## src/include/fcts_pkg.sv

```systemverilog
// package: command codes, cycle budgets and carrier types of the sequencer
package fcts_pkg;
    // command codes
    localparam logic [7:0] CMD_VERIFY_ALL = 8'h01;
    localparam logic [7:0] CMD_VERIFY_BLOCK = 8'h02;
    localparam logic [7:0] CMD_VERIFY_PSECT = 8'h03;
    localparam logic [7:0] CMD_READ_ONCE = 8'h04;
    localparam logic [7:0] CMD_PROG_PHRASE = 8'h06;
    localparam logic [7:0] CMD_PROG_ONCE = 8'h07;
    localparam logic [7:0] CMD_ERASE_ALL = 8'h08;
    localparam logic [7:0] CMD_ERASE_PBLOCK = 8'h09;
    localparam logic [7:0] CMD_ERASE_PSECT = 8'h0A;
    localparam logic [7:0] CMD_UNSECURE = 8'h0B;
    localparam logic [7:0] CMD_VERIFY_KEY = 8'h0C;
    localparam logic [7:0] CMD_USER_MARGIN = 8'h0D;
    localparam logic [7:0] CMD_FIELD_MARGIN = 8'h0E;
    localparam logic [7:0] CMD_VERIFY_DSECT = 8'h10;
    localparam logic [7:0] CMD_PROG_DWORDS = 8'h11;
    localparam logic [7:0] CMD_ERASE_DSECT = 8'h12;
    // bus-cycle budgets
    localparam logic [31:0] BUS_VERIFY_ALL = 32'd35500;
    localparam logic [31:0] BUS_VERIFY_PBLK = 32'd33500;
    localparam logic [31:0] BUS_VERIFY_DBLK = 32'd2800;
    localparam logic [31:0] BUS_SECT_SETUP = 32'd450;
    localparam logic [31:0] BUS_READ_ONCE = 32'd400;
    localparam logic [31:0] BUS_PROG_TYP = 32'd2000;
    localparam logic [31:0] BUS_PROG_MAX = 32'd2500;
    localparam logic [31:0] BUS_PROG_ONCE = 32'd2150;
    localparam logic [31:0] BUS_ERASE_ALL = 32'd70000;
    localparam logic [31:0] BUS_ERASE_PBLK = 32'd67000;
    localparam logic [31:0] BUS_PSECT_TYP = 32'd700;
    localparam logic [31:0] BUS_PSECT_MAX = 32'd1400;
    localparam logic [31:0] BUS_KEY = 32'd400;
    localparam logic [31:0] BUS_MARGIN = 32'd350;
    localparam logic [31:0] BUS_DPGM_BASE = 32'd500;
    localparam logic [31:0] BUS_DPGM_TYP = 32'd525;
    localparam logic [31:0] BUS_DPGM_MAX = 32'd750;
    localparam logic [31:0] BUS_DPGM_BC = 32'd100;
    localparam logic [31:0] BUS_DSECT_TYP = 32'd700;
    localparam logic [31:0] BUS_DSECT_MAX = 32'd3400;
    // operation-clock budgets
    localparam logic [31:0] OP_PROG = 32'd164;
    localparam logic [31:0] OP_MASS = 32'd100100;
    localparam logic [31:0] OP_PSECT = 32'd20020;
    localparam logic [31:0] OP_DPGM_BASE = 32'd14;
    localparam logic [31:0] OP_DPGM_WORD = 32'd54;
    localparam logic [31:0] OP_DPGM_BC = 32'd14;
    localparam logic [31:0] OP_DSECT_TYP = 32'd5025;
    localparam logic [31:0] OP_DSECT_MAX = 32'd20100;
    // operation clock limits in kHz and the bus clock rate
    localparam int OP_MIN_KHZ = 800;
    localparam int OP_MAX_KHZ = 1050;
    localparam int BUS_KHZ = 100000;
    // request carrier
    typedef struct packed {
        logic [7:0] code;
        logic dataArray;
        logic rowBoundaryCrossed;
        logic [2:0] wordCount;
        logic [15:0] phrasesToVerify;
        logic [15:0] firstNonBlank;
        logic nonBlankFound;
        logic worstCase;
    } fcts_req_t;
    // status carrier
    typedef struct packed {
        logic busy;
        logic done;
        logic rejected;
        logic nonBlank;
        logic arrayWrite;
    } fcts_stat_t;
endpackage

```

## src/core/fcts_sequencer.sv

```systemverilog
// file: command timing sequencer for program and data nvm arrays
`timescale 1ns/1ps
module fcts_sequencer
    import fcts_pkg::*;
#(
    parameter int DIV_W = 8
) (
    // clock and reset
    input wire logic ref_clk,
    input wire logic srst,
    // divider setting: operation clock = bus clock / (div + 1)
    input wire logic [DIV_W-1:0] nvm_clock_divider_reg,
    // command launch
    input wire logic launch,
    input wire fcts_req_t req,
    // status with array write strobe, and elapsed bus cycles
    output fcts_stat_t status,
    output logic [31:0] elapsedBus
);
    typedef enum logic [3:0] {
        ST_IDLE = 4'b0001,
        ST_BUS = 4'b0010,
        ST_OP = 4'b0100,
        ST_DONE = 4'b1000
    } fcts_state_t;

    // bus cycles of a command; zero means unknown
    function automatic logic [31:0] busBudget(input fcts_req_t r);
        logic [31:0] n;
        logic [31:0] scan;
        n = 32'd0;
        scan = r.nonBlankFound ? {16'h0000, r.firstNonBlank} : 32'd0;
        case (r.code)
            CMD_VERIFY_ALL: n = r.nonBlankFound ?
                BUS_SECT_SETUP + scan : BUS_VERIFY_ALL;
            CMD_VERIFY_BLOCK: n = r.nonBlankFound ? BUS_SECT_SETUP + scan :
                (r.dataArray ? BUS_VERIFY_DBLK : BUS_VERIFY_PBLK);
            CMD_VERIFY_PSECT, CMD_VERIFY_DSECT: n = BUS_SECT_SETUP +
                (r.nonBlankFound ? scan : {16'h0000, r.phrasesToVerify});
            CMD_READ_ONCE: n = BUS_READ_ONCE;
            CMD_PROG_PHRASE: n = r.worstCase ? BUS_PROG_MAX : BUS_PROG_TYP;
            CMD_PROG_ONCE: n = BUS_PROG_ONCE;
            CMD_ERASE_ALL, CMD_UNSECURE: n = BUS_ERASE_ALL;
            CMD_ERASE_PBLOCK: n = BUS_ERASE_PBLK;
            CMD_ERASE_PSECT: n = r.worstCase ? BUS_PSECT_MAX : BUS_PSECT_TYP;
            CMD_VERIFY_KEY: n = BUS_KEY;
            CMD_USER_MARGIN, CMD_FIELD_MARGIN: n = BUS_MARGIN;
            CMD_PROG_DWORDS: n = BUS_DPGM_BASE
                + (r.worstCase ? BUS_DPGM_MAX : BUS_DPGM_TYP)
                  * {29'd0, r.wordCount}
                + (r.rowBoundaryCrossed ? BUS_DPGM_BC : 32'd0);
            CMD_ERASE_DSECT: n = r.worstCase ?
                BUS_DSECT_MAX : BUS_DSECT_TYP;
            default: n = 32'd0;
        endcase
        return n;
    endfunction

    // operation-clock cycles of a program or erase step
    function automatic logic [31:0] opBudget(input fcts_req_t r);
        logic [31:0] n;
        n = 32'd0;
        case (r.code)
            CMD_PROG_PHRASE, CMD_PROG_ONCE: n = OP_PROG;
            CMD_ERASE_ALL, CMD_ERASE_PBLOCK, CMD_UNSECURE: n = OP_MASS;
            CMD_ERASE_PSECT: n = OP_PSECT;
            CMD_PROG_DWORDS: n = OP_DPGM_BASE
                + OP_DPGM_WORD * {29'd0, r.wordCount}
                + (r.rowBoundaryCrossed ? OP_DPGM_BC : 32'd0);
            CMD_ERASE_DSECT: n = r.worstCase ?
                OP_DSECT_MAX : OP_DSECT_TYP;
            default: n = 32'd0;
        endcase
        return n;
    endfunction

    // a request is legal when its code is known and its word count valid
    function automatic logic legal(input fcts_req_t r);
        logic ok;
        ok = busBudget(r) != 32'd0;
        if (r.code == CMD_PROG_DWORDS) begin
            ok = ok && r.wordCount >= 3'd1 && r.wordCount <= 3'd4
                && (!r.rowBoundaryCrossed || r.wordCount == 3'd4);
        end
        return ok;
    endfunction

    fcts_state_t state_ff;
    fcts_state_t nxt_state;
    logic [31:0] busLeft_ff;
    logic [31:0] opLeft_ff;
    logic [DIV_W-1:0] divCnt_ff;
    logic [DIV_W-1:0] divLatch_ff;
    logic [31:0] elapsed_ff;
    fcts_stat_t stat_ff;
    logic writes_ff;
    logic opTick;

    // operation-clock tick; frequency never checked, never blocks
    assign opTick = (divCnt_ff == divLatch_ff);

    // state sequencing
    always_comb begin
        nxt_state = state_ff;
        case (state_ff)
            ST_IDLE: if (launch && legal(req)) begin
                nxt_state = ST_BUS;
            end
            ST_BUS: if (busLeft_ff <= 32'd1) begin
                nxt_state = (opLeft_ff != 32'd0) ? ST_OP : ST_DONE;
            end
            ST_OP: if (opTick && opLeft_ff == 32'd1) begin
                nxt_state = ST_DONE;
            end
            ST_DONE: nxt_state = ST_IDLE;
            default: nxt_state = ST_IDLE;
        endcase
    end

    // state register
    always_ff @(posedge ref_clk) begin
        if (srst) begin
            state_ff <= ST_IDLE;
        end else begin
            state_ff <= nxt_state;
        end
    end

    // cycle budgets loaded at launch and counted down
    always_ff @(posedge ref_clk) begin
        if (srst) begin
            busLeft_ff <= 32'd0;
            opLeft_ff <= 32'd0;
            writes_ff <= 1'b0;
        end else if (state_ff == ST_IDLE && launch && legal(req)) begin
            busLeft_ff <= busBudget(req);
            opLeft_ff <= opBudget(req);
            writes_ff <= opBudget(req) != 32'd0;
        end else if (state_ff == ST_BUS && busLeft_ff != 32'd0) begin
            busLeft_ff <= busLeft_ff - 32'd1;
        end else if (state_ff == ST_OP && opTick) begin
            opLeft_ff <= opLeft_ff - 32'd1;
        end
    end

    // divider for the operation clock, latched at launch
    always_ff @(posedge ref_clk) begin
        if (srst) begin
            divCnt_ff <= '0;
            divLatch_ff <= '0;
        end else if (state_ff == ST_IDLE) begin
            divCnt_ff <= '0;
            divLatch_ff <= nvm_clock_divider_reg;
        end else if (state_ff == ST_OP) begin
            divCnt_ff <= opTick ? '0 : divCnt_ff + 1'b1;
        end
    end

    // elapsed bus cycles of the running command
    always_ff @(posedge ref_clk) begin
        if (srst) begin
            elapsed_ff <= 32'd0;
        end else if (state_ff == ST_IDLE && launch && legal(req)) begin
            elapsed_ff <= 32'd0;
        end else if (state_ff == ST_BUS || state_ff == ST_OP) begin
            elapsed_ff <= elapsed_ff + 32'd1;
        end
    end

    // status flags
    always_ff @(posedge ref_clk) begin
        if (srst) begin
            stat_ff <= '0;
        end else begin
            stat_ff.busy <= nxt_state == ST_BUS || nxt_state == ST_OP;
            stat_ff.done <= nxt_state == ST_DONE;
            stat_ff.rejected <= state_ff == ST_IDLE && launch
                && !legal(req);
            if (state_ff == ST_IDLE && launch && legal(req)) begin
                stat_ff.nonBlank <= req.nonBlankFound;
            end
            stat_ff.arrayWrite <= nxt_state == ST_DONE && writes_ff;
        end
    end

    assign status = stat_ff;
    assign elapsedBus = elapsed_ff;

    // done follows busy by exactly one cycle
    a_done_after_busy: assert property (@(posedge ref_clk) disable iff (srst)
        status.done |-> $past(status.busy))
        else $error("done without prior busy");
    // a rejected code never starts busy
    a_reject_no_busy: assert property (@(posedge ref_clk) disable iff (srst)
        status.rejected |-> !status.busy && !status.done
        ##1 !status.done && !status.arrayWrite)
        else $error("rejected command went busy");
    // read once finishes within its budget
    a_read_once_time: assert property (@(posedge ref_clk) disable iff (srst)
        (state_ff == ST_IDLE && launch && req.code == CMD_READ_ONCE)
        |-> ##[1:402] status.done)
        else $error("read once overran");
    // margin setting finishes within its budget
    a_margin_time: assert property (@(posedge ref_clk) disable iff (srst)
        (state_ff == ST_IDLE && launch && (req.code == CMD_USER_MARGIN
        || req.code == CMD_FIELD_MARGIN)) |-> ##[1:352] status.done)
        else $error("margin set overran");
    // key verify finishes within its budget
    a_key_time: assert property (@(posedge ref_clk) disable iff (srst)
        (state_ff == ST_IDLE && launch && req.code == CMD_VERIFY_KEY)
        |-> ##[1:402] status.done)
        else $error("key verify overran");
    // full and block verify commands never strobe array write
    a_verify_no_write: assert property (@(posedge ref_clk) disable iff (srst)
        (state_ff == ST_IDLE && launch && (req.code == CMD_VERIFY_ALL
        || req.code == CMD_VERIFY_BLOCK)) |=> !writes_ff)
        else $error("verify wrote array");
    // bus budget counted before any operation tick
    a_op_after_bus: assert property (@(posedge ref_clk) disable iff (srst)
        state_ff == ST_OP |-> busLeft_ff <= 32'd1)
        else $error("op phase started early");
    // busy stays up while counting
    a_busy_held: assert property (@(posedge ref_clk) disable iff (srst)
        (state_ff == ST_BUS && busLeft_ff > 32'd2) |=> status.busy)
        else $error("busy dropped early");
endmodule // fcts_sequencer

```

## config.mk

```make
export PLATFORM = sky130hd
export DESIGN_NAME = fcts_sequencer
export DESIGN_NICKNAME = d
export VERILOG_FILES = /design/src/include/fcts_pkg.sv /design/src/core/fcts_sequencer.sv
export SDC_FILE = /design/constraint.sdc
export NUM_CORES = 1
export LEC_CHECK = 0
export BUFFER_PORTS_ARGS = -buffer_cell sky130_fd_sc_hd__buf_4
export CORE_ASPECT_RATIO = 1.4
export CORE_UTILIZATION = 65
export CTS_CLUSTER_DIAMETER = 30
export DETAILED_ROUTE_END_ITERATION = 16
export HOLD_SLACK_MARGIN = 0.06
export PLACE_DENSITY_LB_ADDON = 0.08
export SLEW_MARGIN = 20
export SYNTH_ARGS = -nofsm -noshare
export SYNTH_HDL_FRONTEND = slang
export SYNTH_SLANG_ARGS = --single-unit
```

## constraint.sdc

```tcl
create_clock -name ref_clk -period 16.5 [get_ports ref_clk]
set_input_delay 0.825 -clock ref_clk [delete_from_list [all_inputs] [get_ports ref_clk]]
set_output_delay 0.825 -clock ref_clk [all_outputs]
set_load 0.01 [all_outputs]
```

==> key figures <==
Logic synthesis
  – Post-Syn Area: 0.00922 sq mm
  – Synth Flop Type: dfxtp_1
  – Sequential fraction of the synthesis area: 0.265
  – Synth Register Bits: 122
  – Syn. warnings: 0
  – Synth Net Count: 1286
  – EDFF count, synth: 0
  – Distinct cells, synth: 84
  – Cells after Synth: 1176
  – Async SR Flop Fraction: 0
  – Syn Area/Cell: 7.84 sq um

Setup path
  – RR Startpoint: busLeft_ff[8]
  – FF-to-FF setup slack: 12.97 ns
  – R2r endpoint: busLeft_ff[14]
  – Startpoint types: input port
  – Worst setup EP type: register
  – Crit-path max FO: 21
  – Critical Path RT: 16.86 ns
  – CP arrival: 6.58 ns
  – Critical path class: in -> reg
  – Cells on worst reg2reg path: 10

STA
  – Final hold vios: 0
  – Final worst path period share: 0.377
  – RSZ-0062 raised after global routing: no
  – Final min period: 6.22 ns
  – Least-Margin Pin Slew: 1.12 ns
  – Clock Skew: 0.00864 ns
  – Max Freq: 161 MHz
  – Final setup fails: 0
  – Setup TNS: 0 ns
  – Slew Limit Fails: 0
  – Slew HR: 0.250

Floorplan
  – Row count: 51
  – Horiz. Die Dim: 103 um
  – Initial core utilization: 0.666
  – Die area: 0.0147 sq mm
  – I/O pin count: 95
  – Core Area: 0.0138 sq mm
  – Die H: 143 um

Clock network
  – Clock Pin Slew Worst Setup and Hold Paths: 0.06 ns
  – Clock sinks: 122
  – Post-CTS sizing: 0
  – CTS tree: done
  – Worst skew pair latency: 0.42 ns
  – Max clock buf depth: 2
  – Setup repair bufs after CTS: 0
  – Num CTS Buffers: 17
  – Hold-fix buffers, CTS: 0
  – Clock Root Buffer: clkbuf_16
  – H-tree lvl count: 4

Global routing
  – Initial antenna violation count: 0
  – Pin count of the biggest net entering global routing: 56
  – Grt total ovfl: 0
  – First-pass GRT wire length: 39.0 mm
  – Vias in the first global route: 8519
  – Gr usage total: 0.335

Power and ir drop
  – Leak: 4.31 nW
  – Total power: 0.981 mW
  – Maximum VDD drop: 84.1 uV
  – PD cells: 92.9 mW/mm^2

Hold path
  – Hold path startpoint: divLatch_ff[3]
  – HP Class: reg -> reg
  – WHS Path Cells: 2
  – WHS Endpoint: divLatch_ff[3]

Status
  – Status: finished clean

Drt
  – Drt first pass iters: 6
  – Antenna-violating nets left: 0
  – Via density: 6.30
  – Vias: 9088
  – Final wirelength: 24.2 mm
  – DR WL/cell: 16.8 um
  – DRC viols: 0
  – 1st-iter DRT viols: 618

Placement
  – Inst Count DP: 1410
  – GPL Wtd Cong: 0.938
  – Post-DP HPWL: 17.7 mm
  – Port bufs: 94

Finish
  – Post-layout nets: 1354
  – Area grow syn2layout: 14.5%
  – Layout cell share with drive strength beyond 1: 0.130
  – Core Util, Final: 0.762
  – Ant diodes: 0
  – Cell Count, Final, Fillers Out: 1442

Run
  – # Max-Cap Violations: 0
-- worst max-delay path: stages --
cell      delay [ns]
buf_4           0.18
nand2_1         0.12
xnor2_1         0.14
ha_1            0.17
or2_2           0.29
ha_1            0.34
nor2b_1         0.17
o21ai_0         0.12
or3b_2          0.44
nand3_1         0.09
ha_1            0.22
inv_1           0.06
ha_1            0.18
nor2_1          0.06
a21oi_1         0.36
xnor2_1         0.13
xnor2_1         0.14
a221oi_1        0.37
nand4_1         0.14
or3_4           0.38
or4_4           0.69
nand2_1         0.65
o221a_2         0.30
-- area by class of cell --
class / count / area, sq um
inverters: 50 / 188
multi-input cells: 949 / 6340
well taps: 185 / 231
repair buffers: 104 / 781
clock buffers: 19 / 453
fillers: 1090 / 3290
clock inverters: 13 / 119
flip-flops and latches: 122 / 2440
-- cell usage after synthesis, types with 4 or more instances --
cell type,n,share of area
o311ai_0,5,0.0048
dfxtp_1,122,0.26
o211ai_1,12,0.0098
a31oi_1,7,0.0048
and2_1,9,0.0061
nand3b_1,15,0.012
nand2_1,91,0.037
a21oi_1,64,0.035
nand3_1,50,0.027
ha_1,49,0.067
a311oi_1,9,0.0086
xor2_1,61,0.058
nand4b_1,5,0.0048
nor2b_1,12,0.0081
o31ai_1,7,0.0057
inv_1,49,0.020
a21o_1,12,0.0098
o21ai_0,34,0.018
nor3b_1,5,0.0041
or4_1,10,0.0081
nor2_1,130,0.053
o221ai_1,5,0.0048
a22oi_1,6,0.0049
or2_2,8,0.0054
or3b_2,4,0.0038
nand2b_1,14,0.0095
clkbuf_1,30,0.012
a211o_1,5,0.0048
o22ai_1,5,0.0034
or3_1,16,0.011
mux2i_1,23,0.025
o21a_1,5,0.0041
a211oi_1,21,0.017
buf_6,4,0.0049
o2111ai_1,4,0.0038
nand4_1,21,0.014
xnor2_1,74,0.070
nor3_1,52,0.028
o211a_1,4,0.0043
nor4_1,13,0.0088
buf_2,19,0.010
a21boi_0,4,0.0033
and3_1,18,0.012
-- through the flow --
| step | hold WS, ns | worst slack (ns) | instance area, sq um |
|---|---|---|---|
| 2_1_floorplan | 0.442 | 10.59 | 9220 |
| 3_3_place_gp | 0.458 | 10.01 | 9990 |
| 3_5_place_dp | 0.464 | 9.88 | 9990 |
| 4_1_cts | 0.471 | 10.33 | 10600 |
| 5_1_grt | 0.480 | 9.87 | 10600 |
| 6_report | 0.470 | 10.28 | 10600 |
-- where the power goes --
| part | switching, mW | total (mW) | internal, mW | leakage (nW) |
|---|---|---|---|---|
| registers | 0.0147 | 0.325 | 0.311 | 0.988 |
| clock network | 0.141 | 0.356 | 0.216 | 0.272 |
| logic | 0.182 | 0.300 | 0.118 | 3.05 |
| total | 0.337 | 0.981 | 0.644 | 4.31 |
-- routing by layer --
metal | global-route usage | up-vias | wire length [um]
met4 | 0.180 | 0 | 1150
met3 | 0.0656 | 95 | 1290
met5 | 0 | - | 0
met1 | 0.367 | 4230 | 9580
li1 | - | 4388 | -
met2 | 0.596 | 375 | 12200
-- worst max-delay path by stage --
stage	start	endpoint	slack, ns	depth (start not counted)
6_report	req[0]	opLeft_ff[11]	10.28	23
5_1_grt	req[36]	busLeft_ff[13]	9.87	24
4_1_cts	req[0]	busLeft_ff[13]	10.33	24
3_5_place_dp	req[0]	busLeft_ff[13]	9.88	24
3_3_place_gp	req[36]	busLeft_ff[13]	10.01	24
2_1_floorplan	req[0]	busLeft_ff[13]	10.59	25
-- flip-flops by register name, summed over array words and instances, names as in the netlist --
signal,count
busLeft_ff,32
opLeft_ff,32
status,5
elapsedBus,32
divLatch_ff,8
state_ff,4
divCnt_ff,8
writes_ff,1
-- layout by cell type, fill, tap and decap left out, types with 8 or more instances in the layout --
master     instances
nor2_1           130
dfxtp_1          122
buf_4            104
nand2_1           91
xnor2_1           74
a21oi_1           64
xor2_1            61
nor3_1            52
nand3_1           50
inv_1             49
ha_1              49
o21ai_0           34
mux2i_1           23
a211oi_1          21
nand4_1           21
and3_1            18
clkbuf_16         17
or3_1             16
nand3b_1          15
nand2b_1          14
nor4_1            13
a21o_1            12
o211ai_1          12
nor2b_1           12
or4_1             10
and2_1             9
a311oi_1           9
or2_2              8
-- logic make-up after synthesis --
logic type      share of synthesized area
simple gates                        0.269
mux                                0.0274
flops                               0.265
compound gates                      0.188
xor+xnor                            0.128
buf+inv                            0.0486
fa+ha+maj                          0.0730
other cells                      0.000407
Note: power is estimated with default switching activity, not from simulation.
